==> config.mk <==
export PLATFORM = sky130hd
export DESIGN_NAME = freerun_capture_compare_timer
export DESIGN_NICKNAME = d
export VERILOG_FILES = /design/src/core/frt_cc_pkg.sv /design/src/core/freerun_capture_compare_timer.sv
export SDC_FILE = /design/constraint.sdc
export NUM_CORES = 1
export LEC_CHECK = 0
export CELL_PAD_IN_SITES_DETAIL_PLACEMENT = 0
export CELL_PAD_IN_SITES_GLOBAL_PLACEMENT = 2
export CORE_MARGIN = 2
export CORE_UTILIZATION = 43
export CTS_BUF_LIST = sky130_fd_sc_hd__clkbuf_4
export CTS_CLUSTER_SIZE = 20
export DETAILED_ROUTE_END_ITERATION = 16
export DONT_BUFFER_PORTS = 1
export PLACE_DENSITY = 0.85
export SLEW_MARGIN = 0
export SYNTH_ARGS = -nofsm -noshare
export SYNTH_HDL_FRONTEND = slang
export SYNTH_SLANG_ARGS = --single-unit
==> constraint.sdc <==
create_clock -name i_clk -period 10.6 [get_ports i_clk]
set_clock_uncertainty 0.2 [all_clocks]
set_input_delay 0.53 -clock i_clk [delete_from_list [all_inputs] [get_ports i_clk]]
set_output_delay 0.53 -clock i_clk [all_outputs]
set_load 0.01 [all_outputs]
==> src/core/frt_cc_pkg.sv <==
// package for the two-unit free-running capture/compare timer
// assumes a single 125 MHz clock and plain control ports, no register bus
package frt_cc_pkg;
   localparam int CNT_W     = 16;
   localparam int N_UNIT    = 2;
   localparam int N_CAP     = 2;
   localparam int N_CMP     = 8;
   localparam int UNIT0_CMP = 4;
   localparam int PRE_W     = 8;
   // prescale select codes: 0 -> /4, 1 -> /16, 2 -> /64, 3 -> /256
   localparam logic [1:0] DIV4   = 2'h0;
   localparam logic [1:0] DIV16  = 2'h1;
   localparam logic [1:0] DIV64  = 2'h2;
   localparam logic [1:0] DIV256 = 2'h3;
   localparam logic [PRE_W-1:0] MASK4   = 8'h03;
   localparam logic [PRE_W-1:0] MASK16  = 8'h0F;
   localparam logic [PRE_W-1:0] MASK64  = 8'h3F;
   localparam logic [PRE_W-1:0] MASK256 = 8'hFF;
   localparam logic [CNT_W-1:0] CNT_RST = 16'h0000;
   localparam logic [CNT_W-1:0] CNT_MAX = 16'hFFFF;

   typedef enum logic [1:0] {
      EDGE_OFF, EDGE_RISE, EDGE_FALL, EDGE_BOTH
   } edge_sel_t;

   // per-unit control bundle
   typedef struct packed {
      logic [1:0] prescale_sel;
      logic       counter_clear_bit;
      logic       ovf_xfer_sel;
   } unit_ctrl_t;

   // per-compare control bundle
   typedef struct packed {
      logic [CNT_W-1:0] value;
      logic             enable;
      logic             init_load;
      logic             init_level;
      logic             xfer_sel;
   } cmp_ctrl_t;
endpackage

==> src/core/freerun_capture_compare_timer.sv <==
// two-unit free-running timer with input capture and output compare
// assumes trigger pins are asynchronous; control ports come from the
// same clock domain; interrupt outputs are level requests held until ack
module freerun_capture_compare_timer
   import frt_cc_pkg::*;
(
   // clock and reset
   input  wire logic                         i_clk,
   input  wire logic                         i_resetn,
   // unit control
   input  wire frt_cc_pkg::unit_ctrl_t [1:0] i_unit_ctrl,
   input  wire logic [1:0]                   i_ovf_ack,
   // capture control and pins
   input  wire frt_cc_pkg::edge_sel_t [1:0]  i_cap_edge,
   input  wire logic [1:0]                   i_cap_xfer_sel,
   input  wire logic [1:0]                   i_cap_ack,
   input  wire logic                         i_capture0_trigger_pin_a,
   input  wire logic                         i_capture0_trigger_pin_b,
   input  wire logic                         i_capture1_trigger_pin_a,
   input  wire logic                         i_capture1_trigger_pin_b,
   // compare control
   input  wire frt_cc_pkg::cmp_ctrl_t [7:0]  i_cmp_ctrl,
   input  wire logic [7:0]                   i_cmp_ack,
   // counter and capture values
   output logic [1:0][15:0]                  o_count,
   output logic [1:0][15:0]                  o_cap_value,
   // compare pins
   output logic [7:0]                        o_cmp_pin,
   // requests: cpu interrupt or transfer service
   output logic [1:0]                        o_ovf_irq,
   output logic [1:0]                        o_ovf_xfer_req,
   output logic [1:0]                        o_cap_irq,
   output logic [1:0]                        o_cap_xfer_req,
   output logic [7:0]                        o_cmp_irq,
   output logic [7:0]                        o_cmp_xfer_req
);
   import frt_cc_pkg::*;

   // ***********************************************************
   // reset release
   // ***********************************************************
   logic [1:0] rst_sync_ff;
   logic       rst_n;
   always_ff @(posedge i_clk or negedge i_resetn) begin
      if (!i_resetn) begin
         rst_sync_ff <= 2'h0;
      end else begin
         rst_sync_ff <= {rst_sync_ff[0], 1'b1};
      end
   end
   assign rst_n = rst_sync_ff[1];

   // ***********************************************************
   // pin synchronisers and edge detection
   // ***********************************************************
   // both pins of a channel always feed it; no per-pin mask exists
   logic [1:0] pin_mix;
   assign pin_mix[0] = i_capture0_trigger_pin_a ^ i_capture0_trigger_pin_b;
   assign pin_mix[1] = i_capture1_trigger_pin_a ^ i_capture1_trigger_pin_b;

   logic [1:0][2:0] sync_ff;
   logic [1:0][2:0] nxt_sync;
   logic [1:0]      lvl_ff;
   logic [1:0]      nxt_lvl;
   logic [1:0]      cap_hit;
   always_comb begin
      for (int c = 0; c < N_CAP; c++) begin
         nxt_sync[c] = {sync_ff[c][1:0], pin_mix[c]};
         nxt_lvl[c]  = lvl_ff[c];
         cap_hit[c]  = 1'b0;
         // a change counts once stages two and three agree
         if (sync_ff[c][1] == sync_ff[c][2] && sync_ff[c][2] != lvl_ff[c]) begin
            nxt_lvl[c] = sync_ff[c][2];
            case (i_cap_edge[c])
               EDGE_RISE: cap_hit[c] = sync_ff[c][2];
               EDGE_FALL: cap_hit[c] = ~sync_ff[c][2];
               EDGE_BOTH: cap_hit[c] = 1'b1;
               default:   cap_hit[c] = 1'b0;
            endcase
         end
      end
   end
   always_ff @(posedge i_clk or negedge rst_n) begin
      if (!rst_n) begin
         sync_ff <= '0;
         lvl_ff  <= 2'h0;
      end else begin
         sync_ff <= nxt_sync;
         lvl_ff  <= nxt_lvl;
      end
   end

   // ***********************************************************
   // prescalers and free-running counters
   // ***********************************************************
   logic [1:0][PRE_W-1:0] pre_ff;
   logic [1:0][PRE_W-1:0] nxt_pre;
   logic [1:0][CNT_W-1:0] cnt_ff;
   logic [1:0][CNT_W-1:0] nxt_cnt;
   logic [1:0]            ovf_ev;
   logic [1:0]            unit_match;
   logic [7:0]            cmp_match;

   always_comb begin
      unit_match[0] = 1'b0;
      unit_match[1] = 1'b0;
      for (int k = 0; k < N_CMP; k++) begin
         if (k < UNIT0_CMP) unit_match[0] = unit_match[0] | cmp_match[k];
         else               unit_match[1] = unit_match[1] | cmp_match[k];
      end
   end

   always_comb begin
      logic [PRE_W-1:0] mask;
      mask = MASK4;
      for (int u = 0; u < N_UNIT; u++) begin
         case (i_unit_ctrl[u].prescale_sel)
            DIV4:    mask = MASK4;
            DIV16:   mask = MASK16;
            DIV64:   mask = MASK64;
            default: mask = MASK256;
         endcase
         nxt_pre[u] = pre_ff[u] + 8'h01;
         nxt_cnt[u] = cnt_ff[u];
         ovf_ev[u]  = 1'b0;
         if (i_unit_ctrl[u].counter_clear_bit || unit_match[u]) begin
            // clear also restarts the prescaler for a clean first tick
            nxt_cnt[u] = CNT_RST;
            nxt_pre[u] = 8'h00;
         end else if ((pre_ff[u] & mask) == mask) begin
            nxt_cnt[u] = cnt_ff[u] + 16'h0001;
            ovf_ev[u]  = (cnt_ff[u] == CNT_MAX);
         end
      end
   end
   always_ff @(posedge i_clk or negedge rst_n) begin
      if (!rst_n) begin
         pre_ff <= '0;
         cnt_ff <= '0;
      end else begin
         pre_ff <= nxt_pre;
         cnt_ff <= nxt_cnt;
      end
   end

   // ***********************************************************
   // capture registers
   // ***********************************************************
   logic [1:0][CNT_W-1:0] cap_ff;
   logic [1:0][CNT_W-1:0] nxt_cap;
   always_comb begin
      for (int c = 0; c < N_CAP; c++) begin
         // both captures belong to unit 0's time base
         nxt_cap[c] = cap_hit[c] ? cnt_ff[0] : cap_ff[c];
      end
   end
   always_ff @(posedge i_clk or negedge rst_n) begin
      if (!rst_n) begin
         cap_ff <= '0;
      end else begin
         cap_ff <= nxt_cap;
      end
   end

   // ***********************************************************
   // compare channels
   // ***********************************************************
   logic [7:0] pin_ff;
   logic [7:0] nxt_pin;
   logic [7:0] match_seen_ff;
   logic [7:0] nxt_match_seen;
   genvar g;
   generate
      for (g = 0; g < N_CMP; g++) begin : g_cmp
         localparam int U = (g < UNIT0_CMP) ? 0 : 1;
         // match fires once per equal period, not every clock of it
         assign cmp_match[g] = i_cmp_ctrl[g].enable
                             && (cnt_ff[U] == i_cmp_ctrl[g].value)
                             && !match_seen_ff[g];
         always_comb begin
            nxt_match_seen[g] = i_cmp_ctrl[g].enable
                             && (cnt_ff[U] == i_cmp_ctrl[g].value);
            if (i_cmp_ctrl[g].init_load) begin
               nxt_pin[g] = i_cmp_ctrl[g].init_level;
            end else begin
               nxt_pin[g] = pin_ff[g] ^ cmp_match[g];
            end
         end
      end
   endgenerate
   always_ff @(posedge i_clk or negedge rst_n) begin
      if (!rst_n) begin
         pin_ff        <= 8'h00;
         match_seen_ff <= 8'h00;
      end else begin
         pin_ff        <= nxt_pin;
         match_seen_ff <= nxt_match_seen;
      end
   end

   // ***********************************************************
   // request flags: set wins over acknowledge
   // ***********************************************************
   logic [1:0] ovf_flag_ff;
   logic [1:0] nxt_ovf_flag;
   logic [1:0] cap_flag_ff;
   logic [1:0] nxt_cap_flag;
   logic [7:0] cmp_flag_ff;
   logic [7:0] nxt_cmp_flag;
   logic [1:0] ovf_xsel;
   logic [7:0] cmp_xsel;
   always_comb begin
      nxt_ovf_flag = ovf_ev | (ovf_flag_ff & ~i_ovf_ack);
      nxt_cap_flag = cap_hit | (cap_flag_ff & ~i_cap_ack);
      nxt_cmp_flag = cmp_match | (cmp_flag_ff & ~i_cmp_ack);
      for (int u = 0; u < N_UNIT; u++) begin
         ovf_xsel[u] = i_unit_ctrl[u].ovf_xfer_sel;
      end
      for (int k = 0; k < N_CMP; k++) begin
         cmp_xsel[k] = i_cmp_ctrl[k].xfer_sel;
      end
   end
   always_ff @(posedge i_clk or negedge rst_n) begin
      if (!rst_n) begin
         ovf_flag_ff <= 2'h0;
         cap_flag_ff <= 2'h0;
         cmp_flag_ff <= 8'h00;
      end else begin
         ovf_flag_ff <= nxt_ovf_flag;
         cap_flag_ff <= nxt_cap_flag;
         cmp_flag_ff <= nxt_cmp_flag;
      end
   end

   // ***********************************************************
   // outputs
   // ***********************************************************
   // requests are registered from the next flag values, so they move
   // on the same edge as the flags; the route select is applied on that same edge
   assign o_count        = cnt_ff;
   assign o_cap_value    = cap_ff;
   assign o_cmp_pin      = pin_ff;
   always_ff @(posedge i_clk or negedge rst_n) begin
      if (!rst_n) begin
         o_ovf_irq      <= 2'h0;
         o_ovf_xfer_req <= 2'h0;
         o_cap_irq      <= 2'h0;
         o_cap_xfer_req <= 2'h0;
         o_cmp_irq      <= 8'h00;
         o_cmp_xfer_req <= 8'h00;
      end else begin
         o_ovf_irq      <= nxt_ovf_flag & ~ovf_xsel;
         o_ovf_xfer_req <= nxt_ovf_flag & ovf_xsel;
         o_cap_irq      <= nxt_cap_flag & ~i_cap_xfer_sel;
         o_cap_xfer_req <= nxt_cap_flag & i_cap_xfer_sel;
         o_cmp_irq      <= nxt_cmp_flag & ~cmp_xsel;
         o_cmp_xfer_req <= nxt_cmp_flag & cmp_xsel;
      end
   end
endmodule

==> reports/qor.yml, run 1 <==
netlist_area_um2: 7500
antenna_found_initial: 2
num_vias: 5509
synth_seq_cells: 142
async_flop_share_pct: 100
fin_crit_ns: 3.45
die_h_um: 136
crit_required_ns: 10.85
portBuffers: 0
p_leak_uw: 0.00381
dp.cells: 906
yosysWarnings: 0
yosysSeqAreaShare_pct: 47.4
finalMaxSlewViolations: 0
worst_slack_ns: 7.15
numCtsBuffers: 17
ir_drop_mv: 0.0672
finalHoldViolations: 0
synth_nets: 913
slew_headroom_pct: 24.7
postPlaceCellArea_um2: 7580
grt_pass1_wl_um: 32800
intPower_uw: 796
first_pass_iters: 4
start_util_pct: 43.7
detail_route.drc_violations: 0
power_frac_clock_pct: 39.2
wl_um: 22100
worstMarginPinSlew_ns: 1.13
fmax_ghz: 0.290
place.gp.congestion: 0.897
crit_path_start_kind: "register"
clockBufferDepth: 2
grt_pass1_vias: 5832
cts.root.buffer_cell: "clkbuf_4"
wl_per_cell_um: 22.0
combinationalPowerShare_pct: 8.3
endpoint_kind: "register"
maxCapViolCount: 0
hpwl_um: 16400
fin_nets: 961
p_switching_uw: 285
clk-insertion-delay-late_ns: 0.55
clk_pin_slew_ns: 0.14
power_frac_seq_pct: 52.5
drive_gt1_share_pct: 10.5
post_cts_buffers: 0
min_path_type: "input port to register"
overflow: 0
viasPerCell: 5.48
syn_area_per_cell_um2: 10.5
arrival_ns: 3.70
rsz0062_at_grt: "no"
synth_edf_count: 0
rows: 48
tns_ns: 0
ios: 288
period_share_pct: 32.6
path_cells: "xnor2_1, nand2_1, or3b_1, or4_1, nand3_2, o41ai_1, dlygate4sd3_1"
crit_type: "register to register"
crit_fanout: 25
grt_usage_pct: 24.1
syn2layout_area_growth_pct: 14.5
die_x_um: 136
htree_num_levels: 4
clkSinkCount: 142
status: "complete, no violations"
netlist_instances: 717
cp_slowest_cell: "dfrtp_1"
fin_cells: 1005
cp.buffers_inverters: 1
grt_max_degree: 59
fin_area_um2: 8590
final.fill_count: 1562
setup_viol: 0
postRouteAntennaNets: 0
yosysUniqueCellTypes: 56
drt_iter0_markers: 229
p_sw_share_pct: 26.4
tritoncts: "yes"
powerDensity_nw_per_um2: 126
synth-main-ff-cell: "dfrtp_1"
core_um2: 17200
die_area_um2: 18500
dp_slack_ns: 7.19
critPathTopFamily: "simple AND/OR/NAND/NOR gates"
cpPeakStageDelay_ns: 0.77
-- cell type report --
cell class | instances | area, µm² | share of cell area (%)
Clock inverter | 15 | 223 | 2.59
Timing Repair Buffer | 70 | 688 | 8.01
Antenna cell | 2 | 5.00 | 0.0583
Tap cell | 225 | 282 | 3.28
Sequential cell | 142 | 3560 | 41.4
Multi-Input combinational cell | 514 | 3630 | 42.3
Inverter | 20 | 75.1 | 0.874
Clock buffer | 17 | 128 | 1.49
-- cell usage in the layout, fill, tap and decap left out, types with 11 or more instances in the layout --
cell type	synthesis	routed
nor2_1	66	66
a21oi_1	11	11
clkbuf_4	0	17
xnor2_1	93	93
nor2b_1	12	12
nand2_1	46	46
nand4_1	20	20
dlygate4sd3_1	0	65
inv_1	20	20
o21ai_0	17	17
nand3_1	28	28
dfrtp_1	142	141
nor4_1	18	18
mux2_2	28	28
xor2_1	84	84
-- tightest hold or removal path, delay by kind of cell --
family / cells / cell delay [ns]
and+or+nand+nor: 1 / 0.10
buffers and inverters: 1 / 0.06
AOI/OAI and AO/OA: 1 / 0.08
-- stage by stage --
step,hold WS (ns),total power [µW],utilization [%]
2_1_floorplan,0.0344,630,-
3_3_place_gp,0.0345,647,44.2
3_5_place_dp,0.0345,649,44.2
4_1_cts,0.000241,1090,50.0
5_1_grt,0.00258,1130,50.0
6_report,0.0388,1080,50.0
-- cell usage after synthesis, drive strengths merged (2+ instances only) --
| cell | count | area, µm² |
|---|---|---|
| o21ai | 18 | 90.1 |
| a31oi | 3 | 18.8 |
| xnor2 | 93 | 815 |
| a21boi | 4 | 30.0 |
| inv | 20 | 75.1 |
| or3 | 6 | 37.5 |
| o32ai | 3 | 33.8 |
| nand3 | 30 | 160 |
| or3b | 3 | 26.3 |
| dfrtp | 142 | 3550 |
| nor3 | 10 | 66.3 |
| clkbuf | 12 | 105 |
| a21o | 2 | 15.0 |
| buf | 29 | 150 |
| nor4 | 19 | 134 |
| xor2 | 84 | 736 |
| nand2b | 4 | 25.0 |
| nor2 | 66 | 248 |
| nor2b | 12 | 75.1 |
| nand2 | 46 | 173 |
| nand3b | 2 | 15.0 |
| a21oi | 11 | 55.1 |
| and2 | 8 | 50.1 |
| and3 | 11 | 75.1 |
| maj3 | 2 | 20.0 |
| and4 | 5 | 43.8 |
| mux2 | 28 | 315 |
| or4 | 3 | 22.5 |
| and4b | 4 | 40.0 |
| nand4 | 20 | 125 |
| ha | 4 | 50.1 |
-- path summary, 6_finish.rpt --
check,from,endpoint,slack (ns),cells past startpoint
max in group asynchronous,rst_sync_ff[1]$_DFF_PN0_,match_seen_ff[5]$_DFF_PN0_,8.27,2
setup reg to reg,o_count[30]$_DFFE_PN0P_,ovf_flag_ff[1]$_DFF_PN0_,7.15,7
hold reg to reg,rst_sync_ff[1]$_DFF_PN0_,o_cmp_pin[7]$_DFF_PN0_,0.06,0
setup / recovery,o_count[30]$_DFFE_PN0P_,ovf_flag_ff[1]$_DFF_PN0_,7.15,7
hold / removal,i_cmp_ack[6],cmp_flag_ff[6]$_DFF_PN0_,0.04,3
min in group asynchronous,rst_sync_ff[1]$_DFF_PN0_,o_cmp_pin[7]$_DFF_PN0_,0.06,0
-- state kept, by name, summed over array words and instances (netlist names), 4 cells and up --
| signal | count |
|---|---|
| o_cmp_xfer_req | 8 |
| o_cmp_pin | 8 |
| cmp_flag_ff | 8 |
| o_count | 32 |
| match_seen_ff | 8 |
| o_cmp_irq | 8 |
| pre_ff | 16 |
| nxt_sync | 4 |
| o_cap_value | 32 |
-- timing repair --
action,in CTS,in global routing
resized for setup,0,0
hold endpoints to repair,51,0
hold buffers,65,0
-- cell families after synthesis --
logic type,Yosys count,share of synthesized area [%]
fa+ha+maj,6,0.934
xor+xnor,177,20.7
mux,29,4.34
compound gates,47,4.04
flops,142,47.4
simple gates,254,18.2
other cells,1,0.0500
buf+inv,61,4.40
-- per-layer routing --
layer	global-route usage (%)	share of wire [%]	wire [µm]	vias to the layer above
li1	-	-	-	2485
met1	25.5	36	7840	2678
met2	44.3	52	11500	297
met3	6.90	8.5	1880	49
met4	10.8	3.7	826	0
met5	0	0	0	-
-- power by group through the flow --
stage | Combinational (µW) | Sequential [µW] | Clock [µW]
final | 90.2 | 568 | 424
after global routing | 99.8 | 570 | 461
after CTS | 90.8 | 568 | 435
after detailed placement | 70.7 | 579 | 0
after global placement | 68.9 | 578 | 0
after floorplan | 49.7 | 581 | 0
Power figures use the tool's default switching activity.
==> run 2, diff against run 1 <==
Settings changed: ABC_AREA from default to 1, CORE_UTILIZATION 43 to 36, PLACE_DENSITY 0.85 to 0.8.
Clock period 10.6 ns to 3.5 ns, I/O delays scaled along.
==> reports/qor.yml, run 2 <==
rows: 56  # +17%
start_util_pct: 36.8  # -6.9 points
endpoint_kind: "register"
power_frac_seq_pct: 52.6  # about the same
power_frac_clock_pct: 35.1  # -4.1 points
die_x_um: 159  # +17%
fin_crit_ns: 3.29  # -0.164 ns
setup_viol: 0  # unchanged
grt_max_degree: 91  # +54%
grt_pass1_vias: 8358  # +43%
ir_drop_mv: 0.178  # +160%
clk_pin_slew_ns: 0.15  # about the same
detail_route.drc_violations: 0  # unchanged
syn_area_per_cell_um2: 7.21  # -31%
fmax_ghz: 0.304  # +5.0%
synth_edf_count: 0  # unchanged
p_leak_uw: 0.00501  # +31%
fin_nets: 1521  # +58%
die_h_um: 159  # +17%
synth-main-ff-cell: "dfrtp_1"
yosysSeqAreaShare_pct: 40.9  # -6.4 points
portBuffers: 0  # unchanged
yosys-top-cells-area: "dfrtp_1 41%, nand2_1 14%, nor2_1 7.7%"
final_common_cell: "nand2_1"
netlist_area_um2: 8690  # +16%
finalHoldViolations: 0  # unchanged
async_flop_share_pct: 100  # unchanged
post_cts_buffers: 0  # unchanged
wl_um: 31200  # +41%
p_switching_uw: 962  # +240%
clockBufferDepth: 2  # unchanged
num_vias: 8296  # +51%
netlist_instances: 1204  # +68%
synth.most_common_cell: "nand2_1"
synth_common_cells: "324 x nand2_1, 178 x nor2_1, 154 x inv_1, 142 x dfrtp_1, 71 x o21ai_0"
drt_iter0_markers: 591  # +160%
yosysWarnings: 0  # unchanged
grt_usage_pct: 24.7  # +0.60 points
finalMaxSlewViolations: 0  # unchanged
die_area_um2: 25400  # +37%
antenna_found_initial: 1  # -1
cts.root.buffer_cell: "clkbuf_4"
wl_per_cell_um: 18.8  # -14%
postRouteAntennaNets: 0  # unchanged
powerDensity_nw_per_um2: 313  # +150%
core_um2: 23600  # +37%
combinationalPowerShare_pct: 12.4  # +4.1 points
maxCapViolCount: 0  # unchanged
tns_ns: 0  # unchanged
crit_required_ns: 3.79  # -7.06 ns
synth_top_cell_by_area: "dfrtp_1"
yosysUniqueCellTypes: 51  # -8.9%
place.gp.congestion: 0.935  # +4.2%
synth_nets: 1400  # +53%
arrival_ns: 3.58  # -0.12 ns
clk-insertion-delay-late_ns: 0.55  # about the same
viasPerCell: 5.00  # -8.8%
drive_gt1_share_pct: 6.65  # -3.9 points
min_path_type: "register to asynchronous set/reset pin"
rsz0062_at_grt: "no"
synth_seq_cells: 142  # unchanged
htree_num_levels: 4  # unchanged
slew_headroom_pct: 44.9  # +20 points
layout_common_cells: "324 x nand2_1, 178 x nor2_1, 154 x inv_1"
intPower_uw: 2320  # +190%
tritoncts: "yes"
numCtsBuffers: 17  # unchanged
finalHoldWorstSlack_ns: 0.0433  # +0.00452 ns
overflow: 0  # unchanged
synth_top_area_share_pct: 40.9  # -6.4 points
ios: 288  # unchanged
status: "complete, no violations"
grt_pass1_wl_um: 48500  # +48%
crit_path_start_kind: "register"
crit_type: "register to register"
crit_fanout: 9  # -64%
fin_util_pct: 44.5  # -5.5 points
first_pass_iters: 5  # +1
clkSinkCount: 142  # unchanged
syn2layout_area_growth_pct: 21.0
period_share_pct: 94.0  # +61 points
worstMarginPinSlew_ns: 0.826  # -0.299 ns
hpwl_um: 23100  # +41%
p_sw_share_pct: 29.3  # +2.9 points
run 2: cell count changes after synthesis, sizes merged, moves of 11 or more:
cell | before | now
nand2 | 46 | 326
inv | 20 | 170
nor2 | 66 | 181
xor2 | 84 | 25
o21ai | 18 | 74
xnor2 | 93 | 41
mux2 | 28 | 2
nand3 | 30 | 49
nand4 | 20 | 38
and3 | 11 | 0
run 2: critical path, stage by stage, from the launching register on:
cell and delay [ns]:
dfrtp_1 0.50, inv_1 0.26, nand2_1 0.17, nand2_1 0.06, a211oi_1 0.16, dlygate4sd3_1 0.59, nand3_1 0.07, dlygate4sd3_1 0.57
nor2_1 0.11, dlygate4sd3_1 0.55
run 2: final timing paths:
kind                                         endpoint  cells after the start  slack, ns                      from
max in group asynchronous     o_count[27]$_DFFE_PN0P_                      1       2.22  rst_sync_ff[1]$_DFF_PN0_
min in group i_clk           cmp_flag_ff[6]$_DFF_PN0_                      5       0.05           i_cmp_ctrl[139]
hold / removal                   pre_ff[12]$_DFF_PN0_                      0       0.04  rst_sync_ff[1]$_DFF_PN0_
setup reg to reg           match_seen_ff[2]$_DFF_PN0_                      9       0.21   o_count[13]$_DFFE_PN0P_
setup / recovery           match_seen_ff[2]$_DFF_PN0_                      9       0.21   o_count[13]$_DFFE_PN0P_
hold reg to reg                  pre_ff[12]$_DFF_PN0_                      0       0.04  rst_sync_ff[1]$_DFF_PN0_
run 2: power by group through the flow:
stage               Sequential [µW]  Clock, µW  Combinational (µW)
CTS                            1730       1200                 404
global placement               1760          0                 307
global route                   1730       1270                 465
floorplan                      1770          0                 229
finish                         1730       1150                 406
detailed placement             1760          0                 305
run 2: cell families after synthesis:
family	Yosys count	share of synthesized area [%]
and+or+nand+nor	668	33.9
DFF	142	40.9
muxes	2	0.259
buffers and inverters	205	10.1
other	1	0.0432
AOI/OAI and AO/OA	116	7.62
adders and majority gates	4	0.576
xor gates and xnor gates	66	6.66
run 2: layout make-up:
cell class,instances,area [µm²]
Sequential cell,142,3560
Fill cell,2528,13100
Inverter,170,638
Clock inverter,15,175
Multi-Input combinational cell,857,4260
Clock buffer,17,128
Tap cell,319,399
Timing Repair Buffer,137,1340
Antenna cell,2,5.00
run 2: routing by layer:
metal	vias to the layer above	share of wire, %	GRT usage, %
met2	334	45	39.8
met1	3871	46	33.5
li1	4050	-	-
met4	0	1.9	6.03
met3	41	7.8	6.36
met5	-	0	0
run 2: what timing repair did:
| action | CTS | global route |
|---|---|---|
| hold endpoints to repair | 131 | 1 |
| gates resized for setup | 0 | 1 |
| hold buffers | 120 | 1 |
| endpoints found under the setup margin | 0 | 1 |
run 2: stage by stage:
stage          setup slack (ns)  instances  total power (µW)  instance area [µm²]
3_3_place_gp              0.712       1504              2060                 8990
6_report                  0.212       1659              3280                10500
2_1_floorplan             0.942       1204              2000                 8690
3_5_place_dp              0.700       1504              2060                 8990
4_1_cts                   0.177       1656              3330                10500
5_1_grt                 0.00179       1659              3470                10500
==> run 3, diff against run 2 <==
Settings changed: ABC_AREA 1 to default, CORE_UTILIZATION 36 to 39, PLACE_DENSITY 0.8 to 0.78.
==> reports/qor.yml, run 3 (synthesis results as in run 1) <==
status: "complete, no violations"
start_util_pct: 40.0  # +3.2 points
p_leak_uw: 0.00410  # -18%
clockBufferDepth: 2  # unchanged
combinationalPowerShare_pct: 9.6  # -2.8 points
fin_nets: 1019  # -33%
p_sw_share_pct: 24.5  # -4.8 points
antenna_found_initial: 2  # +1
detail_route.drc_violations: 0  # unchanged
rsz0062_at_grt: "no"
slew_headroom_pct: 50.3  # +5.4 points
crit_type: "register to register"
fin_crit_ns: 3.36  # +0.0689 ns
ff2ff_path_depth: 8  # -1
crit_fanout: 7  # -2
period_share_pct: 95.9  # +2.0 points
setup_viol: 0  # unchanged
intPower_uw: 2410  # +4.0%
ios: 288  # unchanged
crit_path_start_kind: "register"
drive_gt1_share_pct: 11.7  # +5.1 points
wl_per_cell_um: 20.7  # +10%
arrival_ns: 3.64  # +0.06 ns
clkSinkCount: 142  # unchanged
first_pass_iters: 5  # unchanged
drt_iter0_markers: 321  # -46%
p_switching_uw: 784  # -19%
tns_ns: 0  # unchanged
postRouteAntennaNets: 0  # unchanged
worstMarginPinSlew_ns: 0.746  # -0.0804 ns
powerDensity_nw_per_um2: 350  # +12%
grt_pass1_vias: 5877  # -30%
viasPerCell: 5.25  # +5.1%
numCtsBuffers: 17  # unchanged
crit_required_ns: 3.78  # about the same
num_vias: 5627  # -32%
die_x_um: 143  # -10%
worst_slack_ns: 0.143  # -0.0689 ns
clk_pin_slew_ns: 0.14  # about the same
grt_pass1_wl_um: 33800  # -30%
maxCapViolCount: 0  # unchanged
clk-insertion-delay-late_ns: 0.53  # -0.02 ns
fin_total_pwr_uw: 3200  # -2.6%
layout_common_cells: "139 x dfrtp_1, 107 x dlygate4sd3_1, 92 x xnor2_1"
endpoint_kind: "register"
portBuffers: 0  # unchanged
min_path_type: "input port to register"
finalMaxSlewViolations: 0  # unchanged
syn2layout_area_growth_pct: 21.7
fmax_ghz: 0.298  # -2.1%
rows: 50  # -11%
wl_um: 22100  # -29%
htree_num_levels: 4  # unchanged
die_h_um: 143  # -10%
ir_drop_mv: 0.179  # +0.71%
hpwl_um: 16100  # -30%
cts.root.buffer_cell: "clkbuf_4"
power_frac_clock_pct: 36.8  # +1.7 points
core_um2: 18800  # -21%
grt_max_degree: 141  # +55%
finalHoldViolations: 0  # unchanged
grt_usage_pct: 21.9  # -2.9 points
die_area_um2: 20400  # -20%
overflow: 0  # unchanged
final_common_cell: "dfrtp_1"
tritoncts: "yes"
hold_depth: 4
place.gp.congestion: 1.01  # +8.3%
power_frac_seq_pct: 53.6  # +1.0 points
dp_slack_ns: 0.637  # -0.0636 ns
-- run 3: path summary, 6_finish.rpt --
| kind | slack (ns) | endpoint | from |
|---|---|---|---|
| max | 0.14 | match_seen_ff[4]$_DFF_PN0_ | o_count[27]$_DFFE_PN0P_ |
| min | 0.04 | ovf_flag_ff[0]$_DFF_PN0_ | i_cmp_ctrl[23] |
| max reg2reg | 0.14 | match_seen_ff[4]$_DFF_PN0_ | o_count[27]$_DFFE_PN0P_ |
| min reg2reg | 0.16 | nxt_sync[5]$_DFF_PN0_ | nxt_sync[4]$_DFF_PN0_ |
| max in group asynchronous | 2.29 | o_ovf_xfer_req[1]$_DFF_PN0_ | rst_sync_ff[1]$_DFF_PN0_ |
| min in group asynchronous | 0.19 | rst_sync_ff[0]$_DFF_PN0_ | i_resetn |
-- run 3: area by class of cell --
cell class	count	area, µm²
fillers	1732	9640
multi-input cells	514	3650
flip-flops and latches	142	3560
repair buffers	128	1240
well taps	234	293
clock inverters	12	169
clock buffers	19	143
inverters	20	75.1
diodes	2	5.00
-- run 3: per-layer routing --
metal	track usage [%]	routed length (µm)	vias up	share of wire (%)
met5	0	0	-	0
met4	6.25	292	0	1.3
met3	5.80	1490	25	6.7
met2	35.2	10800	212	49
met1	29.1	9560	2773	43
li1	-	-	2617	-
-- run 3: timing repair --
action	in CTS	in global routing
setup endpoints to repair	0	2
gates resized for setup	0	4
hold endpoints to repair	133	0
hold buffers	107	0
setup buffers	0	0
-- run 3: per-stage QoR --
stage | hold slack (ns) | instance area [µm²] | util, % | instances
2_1_floorplan | -0.321 | 7500 | - | 717
3_3_place_gp | -0.321 | 7730 | 41.2 | 931
3_5_place_dp | -0.321 | 7730 | 41.2 | 931
4_1_cts | 0.00124 | 9110 | 48.5 | 1069
5_1_grt | 0.0234 | 9130 | 48.7 | 1071
6_report | 0.0395 | 9130 | 48.7 | 1071
-- run 3: power groups by stage --
| stage | clock, µW | combinational, µW | sequential, µW |
|---|---|---|---|
| after CTS | 1220 | 308 | 1710 |
| after global placement | 0 | 218 | 1740 |
| after floorplan | 0 | 150 | 1760 |
| final | 1180 | 308 | 1710 |
| after detailed placement | 0 | 223 | 1750 |
| after global routing | 1300 | 340 | 1720 |
-- run 3: critical path, cell delays in order (launching register included) --
cell	delay, ns
dfrtp_2	0.53
buf_4	0.19
xnor2_2	0.16
nand4_1	0.11
or3b_2	0.49
dlygate4sd3_1	0.58
or3_1	0.37
nor2_1	0.13
dlygate4sd3_1	0.55
